$ cat src/common/srstc_consts.vh
// constants for the system reset controller
`ifndef SRSTC_CONSTS_VH
`define SRSTC_CONSTS_VH
// reset-cause flag positions
`define SRSTC_CAUSE_EXT 0
`define SRSTC_CAUSE_POR 1
`define SRSTC_CAUSE_BOR 2
`define SRSTC_CAUSE_WDT 3
`define SRSTC_CAUSE_SW 4
`define SRSTC_CAUSE_OSC 5
`define SRSTC_CAUSE_W 6
// reset value of the cause flags: power-on only
`define SRSTC_CAUSE_POR_ONLY 6'h02
// peripheral reset register width
`define SRSTC_PERIPH_W 32
// hold counter end value; internal reset stays in the hold state 9 cycles after all sources drop
`define SRSTC_HOLD_CYC 4'h8
// boot fetch sequence states
`define SRSTC_ST_RESET 3'h0
`define SRSTC_ST_HOLD 3'h1
`define SRSTC_ST_FETCH_SP 3'h2
`define SRSTC_ST_FETCH_PC 3'h3
`define SRSTC_ST_FETCH_INS 3'h4
`define SRSTC_ST_RUN 3'h5
// arbitrary identification values
`define SRSTC_IDENT_0 32'h10010000
`define SRSTC_IDENT_1 32'h10FF0000
`endif

$ cat src/rtl/srstc_top.v
// system reset controller: source collection, cause flags, release and boot fetch sequencing
// Overview of operation
// - six sources (pin, power-on, brown-out, software, watchdog, oscillator fail) drive internal reset
// - cause flag set for each reset source; flags sticky across later resets
// - power-on cause clears all other cause flags, leaving only power-on
// - pin reset resets core and peripherals but not the test access port
// - a few cycles of pin synchronization precede internal reset release
// - after release, fetch stack pointer, then program counter, then first instruction, then run
// - at power-up internal reset holds until both pin and power-on are inactive
// - power-on indication is active only during initial power-up
// - power-on also resets test access port; pin reset does not
// - brown-out reset disabled after reset until software enables it
// - brown-out raises an interrupt or a reset, depending on configuration
// - brown-out resets only when the brown-out reset enable bit is set
// - brown-out reset acts like pin reset, held while supply stays low
// - setting then clearing a peripheral reset bit resets that peripheral
// - peripheral reset bit positions match clock-gating bit positions
// - peripheral software reset asserts resets of all its clock domains
// - system reset request resets whole system including core, then boots
// - watchdog interrupts on first time-out and requests reset on second
// - after first time-out the 32-bit counter reloads from reload value
// - second zero with interrupt uncleared and reset enabled asserts system reset
// - seven read-only identification registers report version, part, sizes, features; here two ident, three capability, one cause and one power-on word
// - oscillator failure detection active only when check enable is set
// - oscillator failure recorded in a dedicated flag of the cause register
// - after oscillator-fail reset, control passes to the non-maskable interrupt handler
`timescale 1ns/1ps
`include "srstc_consts.vh"
module srstc_top (
  // clock and asynchronous power-on reset
  input wire mclk,
  input wire reset_n,
  // external reset pin and power detectors
  input wire rst_pin_n,
  input wire brownout_low,
  // brownout_reset_control fields
  input wire brownout_reset_enable,
  input wire brownout_int_enable,
  // software sources
  input wire system_reset_request,
  input wire [`SRSTC_PERIPH_W-1:0] peripheral_reset_regs_0,
  input wire [`SRSTC_PERIPH_W-1:0] peripheral_reset_regs_1,
  input wire [`SRSTC_PERIPH_W-1:0] peripheral_reset_regs_2,
  // watchdog
  input wire [31:0] watchdog_reload_value,
  input wire wdt_enable,
  input wire wdt_reset_enable,
  input wire wdt_int_clear,
  // main oscillator check
  input wire osc_check_enable,
  input wire main_osc_bad,
  // cause register clear (software writes zeros)
  input wire cause_clear,
  input wire [`SRSTC_CAUSE_W-1:0] cause_clear_mask,
  // identification select
  input wire [2:0] ident_sel,
  // boot fetch handshake with the core
  input wire fetch_done,
  // reset outputs
  output wire core_reset_n,
  output wire jtag_reset_n,
  output wire [`SRSTC_PERIPH_W-1:0] periph_reset_0_n,
  output wire [`SRSTC_PERIPH_W-1:0] periph_reset_1_n,
  output wire [`SRSTC_PERIPH_W-1:0] periph_reset_2_n,
  // status and core steering
  output reg [`SRSTC_CAUSE_W-1:0] reset_cause_reg,
  output reg [2:0] boot_state,
  output reg nmi_boot,
  output reg brownout_int,
  output reg wdt_int,
  output reg [31:0] wdt_count,
  output reg [31:0] ident_data
);
  // power-on resets test access port too; pin reset leaves it alone
  assign jtag_reset_n = reset_n;

  // two-stage synchronizers for pin and power-on release
  // both stages clear on power-on, so release waits for two clean edges
  reg pin_s1;
  reg pin_s2;
  reg por_s1;
  reg por_s2;
  always @(posedge mclk or negedge reset_n) begin
    if (!reset_n) begin
      pin_s1 <= 1'b0;
      pin_s2 <= 1'b0;
      por_s1 <= 1'b0;
      por_s2 <= 1'b0;
    end else begin
      pin_s1 <= rst_pin_n;
      pin_s2 <= pin_s1;
      por_s1 <= 1'b1;
      por_s2 <= por_s1;
    end
  end

  // power-on indication only from the initial power-up until first release
  reg por_active;
  // watchdog second time-out pulse and oscillator fail level
  reg wdt_fire;
  wire osc_fail = osc_check_enable & main_osc_bad;
  wire bor_rst = brownout_reset_enable & brownout_low;
  // any source drives the common internal reset
  wire any_src = ~pin_s2 | ~por_s2 | bor_rst | system_reset_request | wdt_fire | osc_fail;

  // brown-out interrupt path when reset is not selected
  // detector output taken as synchronous; a glitch shorter than a cycle is missed
  always @(posedge mclk or negedge reset_n) begin
    if (!reset_n) begin
      brownout_int <= 1'b0;
    end else begin
      brownout_int <= brownout_low & ~brownout_reset_enable & brownout_int_enable;
    end
  end

  // cause flags: sticky, set wins over software clear
  function [`SRSTC_CAUSE_W-1:0] cause_bits;
    input ext;
    input bor;
    input wdt;
    input sw;
    input osc;
    begin
      cause_bits = {`SRSTC_CAUSE_W{1'b0}};
      cause_bits[`SRSTC_CAUSE_EXT] = ext;
      cause_bits[`SRSTC_CAUSE_BOR] = bor;
      cause_bits[`SRSTC_CAUSE_WDT] = wdt;
      cause_bits[`SRSTC_CAUSE_SW] = sw;
      cause_bits[`SRSTC_CAUSE_OSC] = osc;
    end
  endfunction

  // a pin held through power-up belongs to power-on, so it leaves no pin flag
  wire [`SRSTC_CAUSE_W-1:0] set_bits = cause_bits(~pin_s2 & ~bor_rst & ~por_active, bor_rst, wdt_fire,
    system_reset_request, osc_fail);
  always @(posedge mclk or negedge reset_n) begin
    if (!reset_n) begin
      // power-on leaves only its own indicator
      reset_cause_reg <= `SRSTC_CAUSE_POR_ONLY;
    end else begin
      reset_cause_reg <= (reset_cause_reg & ~({`SRSTC_CAUSE_W{cause_clear}} & cause_clear_mask))
        | set_bits;
    end
  end

  // release hold counter and boot fetch sequence
  // the hold gives supplies and clocks time to settle before the first fetch
  reg [3:0] hold_cnt;
  reg [2:0] next_boot_state;
  always @* begin
    next_boot_state = boot_state;
    case (boot_state)
      `SRSTC_ST_RESET: begin
        if (!any_src) begin
          next_boot_state = `SRSTC_ST_HOLD;
        end
      end
      `SRSTC_ST_HOLD: begin
        if (any_src) begin
          next_boot_state = `SRSTC_ST_RESET;
        end else if (hold_cnt == `SRSTC_HOLD_CYC) begin
          next_boot_state = `SRSTC_ST_FETCH_SP;
        end
      end
      `SRSTC_ST_FETCH_SP: begin
        if (fetch_done) begin
          next_boot_state = `SRSTC_ST_FETCH_PC;
        end
      end
      `SRSTC_ST_FETCH_PC: begin
        if (fetch_done) begin
          next_boot_state = `SRSTC_ST_FETCH_INS;
        end
      end
      `SRSTC_ST_FETCH_INS: begin
        if (fetch_done) begin
          next_boot_state = `SRSTC_ST_RUN;
        end
      end
      `SRSTC_ST_RUN: begin
        next_boot_state = `SRSTC_ST_RUN;
      end
      default: begin
        next_boot_state = `SRSTC_ST_RESET;
      end
    endcase
    // any source during fetch or run restarts the sequence
    if (any_src) begin
      next_boot_state = `SRSTC_ST_RESET;
    end
  end

  always @(posedge mclk or negedge reset_n) begin
    if (!reset_n) begin
      boot_state <= `SRSTC_ST_RESET;
      hold_cnt <= 4'h0;
      por_active <= 1'b1;
      nmi_boot <= 1'b0;
    end else begin
      boot_state <= next_boot_state;
      if (boot_state == `SRSTC_ST_HOLD && !any_src) begin
        hold_cnt <= hold_cnt + 4'h1;
      end else begin
        hold_cnt <= 4'h0;
      end
      if (next_boot_state == `SRSTC_ST_FETCH_SP) begin
        por_active <= 1'b0;
      end
      // oscillator-fail reset steers the first fetch to the nmi handler
      // dropped once the core runs, so a later reset boots normally
      if (osc_fail) begin
        nmi_boot <= 1'b1;
      end else if (boot_state == `SRSTC_ST_RUN) begin
        nmi_boot <= 1'b0;
      end
    end
  end

  // core held until sequence leaves reset and hold
  // decoded from the state register only, so source glitches never reach the core
  wire sys_rst = (boot_state == `SRSTC_ST_RESET) || (boot_state == `SRSTC_ST_HOLD);
  assign core_reset_n = ~sys_rst;

  // peripheral resets: system reset or a pulse on set-then-clear of its bit
  // limitation: a bit set and cleared within one cycle is never seen
  reg [`SRSTC_PERIPH_W-1:0] prev_0;
  reg [`SRSTC_PERIPH_W-1:0] prev_1;
  reg [`SRSTC_PERIPH_W-1:0] prev_2;
  reg [`SRSTC_PERIPH_W-1:0] pulse_0;
  reg [`SRSTC_PERIPH_W-1:0] pulse_1;
  reg [`SRSTC_PERIPH_W-1:0] pulse_2;
  always @(posedge mclk or negedge reset_n) begin
    if (!reset_n) begin
      prev_0 <= 32'h00000000;
      prev_1 <= 32'h00000000;
      prev_2 <= 32'h00000000;
      pulse_0 <= 32'h00000000;
      pulse_1 <= 32'h00000000;
      pulse_2 <= 32'h00000000;
    end else begin
      prev_0 <= peripheral_reset_regs_0;
      prev_1 <= peripheral_reset_regs_1;
      prev_2 <= peripheral_reset_regs_2;
      // falling edge of each bit gives one reset cycle
      pulse_0 <= prev_0 & ~peripheral_reset_regs_0;
      pulse_1 <= prev_1 & ~peripheral_reset_regs_1;
      pulse_2 <= prev_2 & ~peripheral_reset_regs_2;
    end
  end
  // same bit order as clock gating; one line per unit covers all its clock domains
  assign periph_reset_0_n = ~(pulse_0 | {`SRSTC_PERIPH_W{sys_rst}});
  assign periph_reset_1_n = ~(pulse_1 | {`SRSTC_PERIPH_W{sys_rst}});
  assign periph_reset_2_n = ~(pulse_2 | {`SRSTC_PERIPH_W{sys_rst}});

  // watchdog: interrupt at first zero, reset at second while interrupt uncleared
  // reloading during system reset keeps a stale count from firing right after boot
  always @(posedge mclk or negedge reset_n) begin
    if (!reset_n) begin
      wdt_count <= 32'hFFFFFFFF;
      wdt_int <= 1'b0;
      wdt_fire <= 1'b0;
    end else if (sys_rst) begin
      wdt_count <= watchdog_reload_value;
      wdt_int <= 1'b0;
      wdt_fire <= 1'b0;
    end else if (wdt_enable) begin
      wdt_fire <= 1'b0;
      if (wdt_count == 32'h00000000) begin
        wdt_count <= watchdog_reload_value;
        if (wdt_int && wdt_reset_enable) begin
          wdt_fire <= 1'b1;
        end
        wdt_int <= 1'b1; // set wins over clear
      end else begin
        wdt_count <= wdt_count - 32'h00000001;
        if (wdt_int_clear) begin
          wdt_int <= 1'b0;
        end
      end
    end else if (wdt_int_clear) begin
      wdt_int <= 1'b0;
    end
  end

  // read-only identification: two ident words and capability words
  // one cycle of latency: the word follows the select on the next edge
  always @(posedge mclk or negedge reset_n) begin
    if (!reset_n) begin
      ident_data <= 32'h00000000;
    end else begin
      case (ident_sel)
        3'h0: ident_data <= `SRSTC_IDENT_0;
        3'h1: ident_data <= `SRSTC_IDENT_1;
        3'h2: ident_data <= {26'h0000000, reset_cause_reg};
        3'h3: ident_data <= 32'h0000FFFF; // arbitrary capability value
        3'h4: ident_data <= 32'h00FF00FF; // arbitrary capability value
        3'h5: ident_data <= 32'h000000FF; // arbitrary capability value
        3'h6: ident_data <= {31'h00000000, por_active};
        default: ident_data <= 32'h00000000;
      endcase
    end
  end
endmodule

$ cat config.mk
export PLATFORM = sky130hd
export DESIGN_NAME = srstc_top
export DESIGN_NICKNAME = d
export VERILOG_FILES = /design/src/rtl/srstc_top.v
export VERILOG_INCLUDE_DIRS = /design/src /design/src/common
export SDC_FILE = /design/constraint.sdc
export NUM_CORES = 1
export LEC_CHECK = 0
export ABC_AREA = 1
export BUFFER_PORTS_ARGS = -buffer_cell sky130_fd_sc_hd__clkbuf_2
export CAP_MARGIN = 0
export CORE_ASPECT_RATIO = 1.4
export CORE_MARGIN = 1
export CORE_UTILIZATION = 38
export CTS_BUF_LIST = sky130_fd_sc_hd__clkbuf_8
export DETAILED_ROUTE_END_ITERATION = 8
export SLEW_MARGIN = 20
export SYNTH_ARGS = -nofsm -noshare
export SYNTH_HDL_FRONTEND = slang
export SYNTH_SLANG_ARGS = --single-unit
export TNS_END_PERCENT = 50
$ cat constraint.sdc
create_clock -name mclk -period 5.15 [get_ports mclk]
set_clock_uncertainty 0.2 [all_clocks]
set_input_delay 1.03 -clock mclk [delete_from_list [all_inputs] [get_ports mclk]]
set_output_delay 1.03 -clock mclk [all_outputs]
set_load 0.02 [all_outputs]
==> results.toml, run 1 <==
[min_path]
hold_path_startpoint = "pin_s1"
hold_class = "flip-flop to flip-flop"
min_path_cells = 0
min_to = "pin_s2"

[logic_synthesis]
synthesis.area_sq_um = 10100
synth-seq-cells = 257
syn_inst = 1090
synth_top_area_share = 0.552
synth_area_per_cell_sq_um = 9.28
synth_edf_count = 0
synth_cell_types = 40
synth.area.top_cells = "dfrtp_1, nor2_1, dfstp_2, nand2_1, inv_1"
ys_seq_area_frac = 0.640
synth_ff_type = "dfrtp_1"
yosysWarnings = 0
synth.largest_area_cell = "dfrtp_1"
synth-async-reset-ratio = 1.00

[power_and_ir_drop]
irDropWorstVdd_uv = 246
cellPowerDensity_nw_per_um2 = 338
leakage_nw = 7.19

[layout]
nNetsFinal = 1568
post-route-util = 0.486
fin_area_sq_um = 12700
syn_to_final_growth_pct = 25.4
layout-drive-gt1-share = 0.307

[clock_network]
cts_buffer_depth = 3
cts_root_buf = "clkbuf_8"
cts_tree = "done"
cts_sinks = 257
cts-buffers-inserted = 41
htreeDepth = 2
insertion_delay_ns = 0.54
postCtsHoldBufs = 0
cts.clk_slew.worst_paths_ns = 0.06
postCtsSetupBuffers = 0
ctsResizeCount = 0

[critical_path]
worstSetupPathType = "flip-flop to output pin"
arrival_ns = 2.26
reg2reg_from = "boot_state[2]"
rrSetupSlack_ns = 2.42
r2r_cells = 7
crit_path_max_fanout = 101
worstReg2RegEnd = "wdt_fire"
cp-end-kind = "output pin"
crit_required_ns = 3.92
worstSetupStartpointType = "flip-flop"

[placed_design]
gp_congestion = 0.843
dp_hpwl_mm = 16.4
placed_area_sq_um = 11900
io_buffer_count = 317
post-place-ws_ns = 1.98

[detailed_routing]
num_vias = 7845
drtPass1Iterations = 4
drc_errors = 0
wl_mm = 23.7
vias_per_cell = 4.44
drtIter0Drc = 312
ant_nets = 0
wl_per_cell_um = 13.4

[floorplanning]
die_w_um = 140
ios = 325
core_area_sq_um = 26100
dieHeight_um = 195
initial_core_util = 0.388
die-area_sq_um = 27300
rows = 70

[sta]
worst_pin_slew_ns = 1.02
post-route-period-util = 0.678
hold_viol_final = 0
rsz0062_at_grt = "no"
fmax_mhz = 286
fin_ws_ns = 1.66
setup_viol = 0
fin_tns_setup_ns = 0
hold_slack_ns = 0.151
relSlewSlack = 0.315
post-route-min-period_ns = 3.49
drv_slew = 0

[global_routing]
grt.total_usage = 0.177
antenna_found_initial = 4
grt_use_met2 = 0.315
grt_pass1_vias = 7752
grt_util_met1 = 0.194
use_met3 = 0.0581
grt-ovfl-total = 0
grt_max_degree = 164
grt_pass1_wl_mm = 38.1
top_usage_layer = "met2"

[run]
cap_violations = 0

[outcome]
outcome = "finished, final reports clean"
## how the worst max path moves through the flow
stage / start / to / slack (ns) / depth (start not counted)
floorplan: boot_state[2] / periph_reset_2_n[10] / 2.34 / 7
detailed placement: reset_n / jtag_reset_n / 1.98 / 2
CTS: boot_state[2] / periph_reset_2_n[1] / 1.58 / 5
global route: boot_state[2] / periph_reset_0_n[26] / 1.43 / 5
finish: boot_state[2] / periph_reset_0_n[14] / 1.66 / 5
global placement: boot_state[2] / periph_reset_0_n[26] / 1.90 / 5
## critical path: stages, from the launching register on
cell and delay (ns):
dfrtp_1 0.42, inv_1 0.12, nand3_1 0.23, nand2_8 0.53
nor2_1 0.12, clkbuf_2 0.19
## cells by family (layout without fill, tap and decap cells)
kind of cell	count (synthesis)	count (layout)	synth area share
flops	257	257	0.640
simple gates	565	565	0.228
other cells	2	10	0.000742
xor+xnor	13	13	0.0113
fa+ha+maj	4	4	0.00495
compound gates	33	33	0.0231
buf+inv	216	562	0.0919
## power breakdown
| part | total (mW) | switching, mW | internal, mW |
|---|---|---|---|
| clock network | 1.65 | 0.779 | 0.871 |
| logic | 0.418 | 0.274 | 0.144 |
| registers | 2.22 | 0.0695 | 2.15 |
## placed cells by master (no fill, tap or decap), drive strengths merged, types with 3 or more instances in the layout
cell / Yosys / layout
clkinvlp: 0 / 3
nand2: 227 / 227
inv: 171 / 191
xor2: 8 / 8
nand4: 7 / 7
nor3: 3 / 3
a21oi: 11 / 11
nor2: 274 / 274
dfstp: 34 / 34
o21bai: 3 / 3
o21ai: 12 / 12
clkbuf: 5 / 362
ha: 4 / 4
buf: 40 / 3
nand3: 50 / 50
conb: 2 / 8
xnor2: 5 / 5
dfrtp: 223 / 223
## cell usage after synthesis, types with 3 or more instances
master,instances
ha_1,4
nand2_1,224
nor2_2,11
nor2_1,257
inv_1,168
dfstp_2,34
a21oi_1,4
buf_4,22
a21oi_2,7
nor2_4,6
xnor2_1,5
nand3_1,49
clkbuf_1,5
inv_2,3
xor2_1,8
dfrtp_1,223
buf_1,7
nand4_1,7
nor3_1,3
buf_2,8
o21ai_0,8
## per-stage QoR
step           std cells  total power, mW
2_1_floorplan       1096             2.47
3_3_place_gp        1694             2.67
3_5_place_dp        1694             2.68
4_1_cts             1766             4.38
5_1_grt             1767             4.52
6_report            1768             4.29
## per-layer routing
layer / vias up / wire, um
met3: 47 / 1900
met5: - / 26
met1: 3650 / 9110
met2: 279 / 12000
met4: 4 / 671
li1: 3865 / -
## layout make-up
class	count	area, sq um
multi-input cells	623	2760
clock buffers	46	633
diodes	2	5.00
well taps	324	405
fillers	2610	13400
repair buffers	319	1620
inverters	171	642
flip-flops and latches	257	6470
clock inverters	26	145
Note: power is estimated with default switching activity, not from simulation.
==> run 2: changes to the inputs <==
--- a/config.mk
+++ b/config.mk
@@ -6,7 +6,7 @@
 export SDC_FILE = /design/constraint.sdc
 export NUM_CORES = 1
 export LEC_CHECK = 0
-export ABC_AREA = 1
+export ABC_AREA = 0
 export BUFFER_PORTS_ARGS = -buffer_cell sky130_fd_sc_hd__clkbuf_2
 export CAP_MARGIN = 0
 export CORE_ASPECT_RATIO = 1.4
@@ -14,6 +14,7 @@
 export CORE_UTILIZATION = 38
 export CTS_BUF_LIST = sky130_fd_sc_hd__clkbuf_8
 export DETAILED_ROUTE_END_ITERATION = 8
+export PLACE_DENSITY = 0.66
 export SLEW_MARGIN = 20
 export SYNTH_ARGS = -nofsm -noshare
 export SYNTH_HDL_FRONTEND = slang
==> constraint.sdc (replaced) <==
create_clock -name mclk -period 3.1 [get_ports mclk]
set_clock_uncertainty 0.2 [all_clocks]
set_input_delay 0.62 -clock mclk [delete_from_list [all_inputs] [get_ports mclk]]
set_output_delay 0.62 -clock mclk [all_outputs]
set_load 0.02 [all_outputs]
==> run 2 against run 1 <==
Area after synthesis down 6.4%. Clock power increased by 87%. Critical path type unchanged. First-iteration DRC count decreased by 23%. Die area down 6.4%. Largest cell class unchanged. Largest power group unchanged.
==> results.toml, run 2 <==
[sta]
post-route-period-util = 0.943
drv_slew = 0
worst_pin_slew_ns = 0.808
fmax_mhz = 342
setup_viol = 0
hold_viol_final = 0
post-route-min-period_ns = 2.92
relSlewSlack = 0.461
fin_tns_setup_ns = 0
hold_slack_ns = 0.0787
rsz0062_at_grt = "no"

[min_path]
min_to = "wdt_count[14]"
hold_class = "primary input to flip-flop"
hold_path_startpoint = "watchdog_reload_value[14]"
min_path_cells = 3

[power_and_ir_drop]
leakage_nw = 6.58
netSwitchingFraction = 0.235
power_mw = 7.25
cellPowerDensity_nw_per_um2 = 549
power_frac_clock = 0.425
irDropWorstVdd_uv = 518
seq_power_share = 0.499
netSwitchingPower_mw = 1.71
p_int_mw = 5.54
comb_power_share = 0.076

[floorplanning]
die_w_um = 135
dieHeight_um = 189
initial_core_util = 0.385
ios = 325
die-area_sq_um = 25600
rows = 68
core_area_sq_um = 24600

[placed_design]
gp_congestion = 0.870
dp_hpwl_mm = 16.9
io_buffer_count = 317

[detailed_routing]
wl_mm = 25.1
ant_nets = 0
drtIter0Drc = 240
num_vias = 7493
wl_per_cell_um = 16.0
vias_per_cell = 4.78
drtPass1Iterations = 4
drc_errors = 0

[critical_path]
arrival_ns = 2.10
worstPathCellList = "nor2_4 -> buf_12 -> buf_12 -> nor2_1 -> clkbuf_2"
cp_slowest_stage_delay_ns = 0.50
r2r_cells = 7
reg2reg_from = "wdt_count[0]"
crit_path_max_fanout = 72
worstSetupStartpointType = "flip-flop"
worstSetupPathType = "flip-flop to output pin"
crit_slowest_cell = "dfrtp_1"
cp-end-kind = "output pin"
rrSetupSlack_ns = 0.34
worstReg2RegEnd = "wdt_count[30]"
path_common_cell = "buf_12"
crit_required_ns = 2.28

[layout]
nNetsFinal = 1376
layout-drive-gt1-share = 0.350
layout.cells.most_common_list = "clkbuf_2, dfrtp_1, nor2_1, nor2b_1, dlygate4sd3_1"
n_fill_cell = 2124
mostFrequentLayoutCell = "clkbuf_2"
syn_to_final_growth_pct = 39.6

[logic_synthesis]
syn_inst = 794
synth_ff_type = "dfrtp_1"
yosysMostFrequentCell = "dfrtp_1"
synth_edf_count = 0
ys_seq_area_frac = 0.684
synthesis.area_sq_um = 9470
synth.area.top_cells = "dfrtp_1, dfstp_2, nor2b_1, nor2_1, buf_4"
synth.largest_area_cell = "dfrtp_1"
synth-async-reset-ratio = 1.00
synth_top_area_share = 0.589
synth.top_cells.by_count = "dfrtp_1, nor2_1, nor2b_1"
synth-seq-cells = 257
synth_area_per_cell_sq_um = 11.9
synth_cell_types = 66
yosysWarnings = 0

[global_routing]
grt_pass1_vias = 8003
grt_max_degree = 136
grt_pass1_wl_mm = 40.4
grt.total_usage = 0.203
grt-ovfl-total = 0
antenna_found_initial = 1

[clock_network]
htreeDepth = 2
cts_tree = "done"
insertion_delay_ns = 0.56
ctsResizeCount = 0
cts-buffers-inserted = 39
postCtsSetupBuffers = 0
cts_buffer_depth = 3
postCtsHoldBufs = 99
cts_root_buf = "clkbuf_8"
cts_sinks = 257
cts.clk_slew.worst_paths_ns = 0.07

[outcome]
outcome = "finished, final reports clean"

[run]
cap_violations = 0
run 2: changes by cell type after synthesis, moves of 7 or more:
cell,before,now
nor2_2,11,0
o21ai_0,8,28
nand2_1,224,27
clkbuf_1,5,19
a211o_1,0,7
inv_1,168,6
a21oi_1,4,28
nor3_1,3,16
nor2_1,257,148
nand3_1,49,18
nor2b_1,0,101
a31oi_1,0,7
xor2_1,8,1
run 2: cells by family (layout without fill, tap and decap cells):
logic type / count (synthesis) / in the layout / share of synthesized area
DFF: 257 / 257 / 0.684
adders and majority gates: 4 / 4 / 0.00529
other: 2 / 10 / 0.000793
muxes: 2 / 2 / 0.00211
buffers and inverters: 54 / 504 / 0.0312
and+or+nand+nor: 356 / 356 / 0.194
AOI/OAI and AO/OA: 116 / 116 / 0.0802
xor gates and xnor gates: 3 / 3 / 0.00278
run 2: through the flow:
stage                     instances  setup slack, ns  utilization  area [sq um]
final                          1567            0.176        0.537         13200
after global routing           1566           0.0387        0.537         13200
after CTS                      1565            0.111        0.537         13200
after detailed placement       1396            0.333        0.461         11300
after global placement         1396            0.337        0.461         11300
after floorplan                 800            0.477            -          9490
run 2: worst max-delay path, delay by kind of cell, from the launching register on:
family        cells  cell delay [ns]
flops             1             0.50
simple gates      2             0.26
buf+inv           3             0.77
run 2: cell type report:
| class | count | area (sq um) | share of cell area |
|---|---|---|---|
| Tap cell | 315 | 394 | 0.0298 |
| Clock buffer | 48 | 661 | 0.0500 |
| Clock inverter | 22 | 210 | 0.0159 |
| Multi-Input combinational cell | 489 | 2730 | 0.206 |
| Inverter | 8 | 30.0 | 0.00227 |
| Antenna cell | 2 | 5.00 | 0.000379 |
| Sequential cell | 257 | 6470 | 0.490 |
| Timing Repair Buffer | 426 | 2710 | 0.205 |
run 2: how the worst max path moves through the flow:
| stage | from | to | slack (ns) |
|---|---|---|---|
| floorplan | boot_state[2] | periph_reset_0_n[10] | 0.48 |
| global placement | wdt_count[0] | wdt_count[30] | 0.34 |
| detailed placement | wdt_count[0] | wdt_count[30] | 0.33 |
| CTS | boot_state[1] | periph_reset_0_n[17] | 0.11 |
| global route | boot_state[2] | periph_reset_0_n[17] | 0.04 |
| finish | boot_state[2] | periph_reset_0_n[17] | 0.18 |
run 2: power by group through the flow:
| stage | combinational [mW] | clock, mW | sequential (mW) |
|---|---|---|---|
| final | 0.550 | 3.08 | 3.62 |
| after global routing | 0.611 | 3.31 | 3.63 |
| after CTS | 0.557 | 3.19 | 3.62 |
| after detailed placement | 0.455 | 0 | 3.67 |
| after global placement | 0.444 | 0 | 3.67 |
| after floorplan | 0.160 | 0 | 3.70 |
run 2: per-layer routing:
layer  part of all wire  vias up  wire length (um)  GRT usage
li1                   -     3512                 -          -
met1               0.37     3595              9380      0.223
met2               0.51      325             12900      0.356
met3              0.075       61              1890     0.0562
met4              0.037        0               934     0.0981
met5                  0        -                 0          0
==> run 3: changes to the inputs <==
--- a/config.mk
+++ b/config.mk
@@ -15,6 +15,7 @@
 export CTS_BUF_LIST = sky130_fd_sc_hd__clkbuf_8
 export DETAILED_ROUTE_END_ITERATION = 8
 export PLACE_DENSITY = 0.66
+export RECOVER_POWER = 50
 export SLEW_MARGIN = 20
 export SYNTH_ARGS = -nofsm -noshare
 export SYNTH_HDL_FRONTEND = slang
==> run 3 against run 2 <==
The flow now finishes with violations (max-capacitance violations, max-slew violations). Cell area is 0.94% lower. Total power is 0.16% lower. Sequential share of layout area is 0.46 points higher. Critical endpoint unchanged. Highest routed layer unchanged. Die area stayed put. Fmax is 0.12% higher. Largest power group unchanged. Utilization is 0.50 points lower. Register-to-register slack worse by 0.02 ns. Final cell count stayed put. Non-clock buffer count stayed put. Clock power hardly changed.
==> results.toml, run 3 (same netlist as run 2, synthesis figures left out) <==
[floorplanning]
die_w_um = 135
core_area_sq_um = 24600
dieHeight_um = 189
rows = 68
ios = 325
die-area_sq_um = 25600
initial_core_util = 0.385

[detailed_routing]
wl_mm = 25.2
wl_per_cell_um = 16.1
ant_nets = 0
vias_per_cell = 4.80
drtIter0Drc = 242
num_vias = 7515
drc_errors = 0
drtPass1Iterations = 5

[power_and_ir_drop]
cellPowerDensity_nw_per_um2 = 553
power_mw = 7.24
leakage_nw = 6.33
irDropWorstVdd_uv = 519

[sta]
fin_tns_setup_ns = 0
relSlewSlack = -0.134
post-route-period-util = 0.942
setup_viol = 0
post-route-min-period_ns = 2.92
drv_slew = 123
worst_pin_slew_ns = 1.70
fmax_mhz = 342
hold_viol_final = 0
rsz0062_at_grt = "no"

[placed_design]
gp_congestion = 0.870
dp_hpwl_mm = 16.9
io_buffer_count = 317

[global_routing]
grt_max_degree = 136
grt.total_usage = 0.203
grt_pass1_vias = 8003
grt-ovfl-total = 0
antenna_found_initial = 1
grt_pass1_wl_mm = 40.4

[clock_network]
htreeDepth = 2
cts_tree = "done"
postCtsHoldBufs = 99
cts.clk_slew.worst_paths_ns = 0.07
cts-buffers-inserted = 39
cts_root_buf = "clkbuf_8"
insertion_delay_ns = 0.56
ctsResizeCount = 0
postCtsSetupBuffers = 0
cts_buffer_depth = 3
cts_sinks = 257

[outcome]
failed_checks = "max-capacitance violations, max-slew violations"
outcome = "finished, violations left"

[layout]
mostFrequentLayoutCell = "clkbuf_2"
syn_to_final_growth_pct = 38.3
layout.cells.most_common_list = "clkbuf_2, dfrtp_1, nor2_1, nor2b_1, dlygate4sd3_1"
nNetsFinal = 1376
layout-drive-gt1-share = 0.284

[run]
cap_violations = 1

[critical_path]
arrival_ns = 2.10
crit_path_max_fanout = 72
worst-path-buf-inv = 3
worstSetupPathType = "flip-flop to output pin"
cp-end-kind = "output pin"
reg2reg_from = "wdt_count[0]"
crit_slowest_cell = "dfrtp_1"
worstPathCellList = "nor2_4 -> buf_12 -> buf_12 -> nor2_1 -> clkbuf_2"
r2r_cells = 7
cp_slowest_stage_delay_ns = 0.50
cp_top_family = "buffers and inverters"
worstReg2RegEnd = "wdt_count[30]"
crit_required_ns = 2.28
worstSetupStartpointType = "flip-flop"
rrSetupSlack_ns = 0.32
path_common_cell = "buf_12"

[min_path]
min_path_cells = 2
hold_class = "primary input to flip-flop"
hold_path_startpoint = "watchdog_reload_value[16]"
min_to = "wdt_count[16]"
-- run 3: worst max path at each step --
| stage | start | end | depth (start not counted) |
|---|---|---|---|
| floorplan | boot_state[2] | periph_reset_0_n[10] | 5 |
| global placement | wdt_count[0] | wdt_count[30] | 7 |
| detailed placement | wdt_count[0] | wdt_count[30] | 7 |
| finish | boot_state[2] | periph_reset_0_n[17] | 5 |
| CTS | boot_state[1] | periph_reset_0_n[17] | 5 |
| global route | reset_n | prev_1[21] | 3 |
-- run 3: metrics by stage --
stage	instances	utilization	worst slack [ns]	hold WS [ns]	instance area (sq um)
finish	1567	0.532	0.180	0.0803	13100
CTS	1565	0.537	0.111	0.0398	13200
global route	1566	0.532	0.0388	0.0529	13100
detailed placement	1396	0.461	0.333	0.140	11300
floorplan	800	-	0.477	0.124	9490
global placement	1396	0.461	0.337	0.132	11300
-- run 3: layout make-up --
type,instances,area [sq um]
Fill cell,2180,11500
Antenna cell,2,5.00
Clock inverter,22,210
Tap cell,315,394
Inverter,8,30.0
Timing Repair Buffer,426,2590
Clock buffer,48,661
Multi-Input combinational cell,489,2730
Sequential cell,257,6470
-- run 3: routing by layer --
| metal | global-route usage | vias up | wire [um] |
|---|---|---|---|
| li1 | - | 3500 | - |
| met5 | 0 | - | 0 |
| met4 | 0.0981 | 0 | 926 |
| met3 | 0.0562 | 58 | 1910 |
| met2 | 0.356 | 329 | 12900 |
| met1 | 0.223 | 3628 | 9430 |
-- run 3: report_power, final --
part | internal (mW) | leakage, nW | switching, mW
logic | 0.240 | 2.75 | 0.293
clock network | 1.75 | 0.474 | 1.34
registers | 3.54 | 3.10 | 0.0785
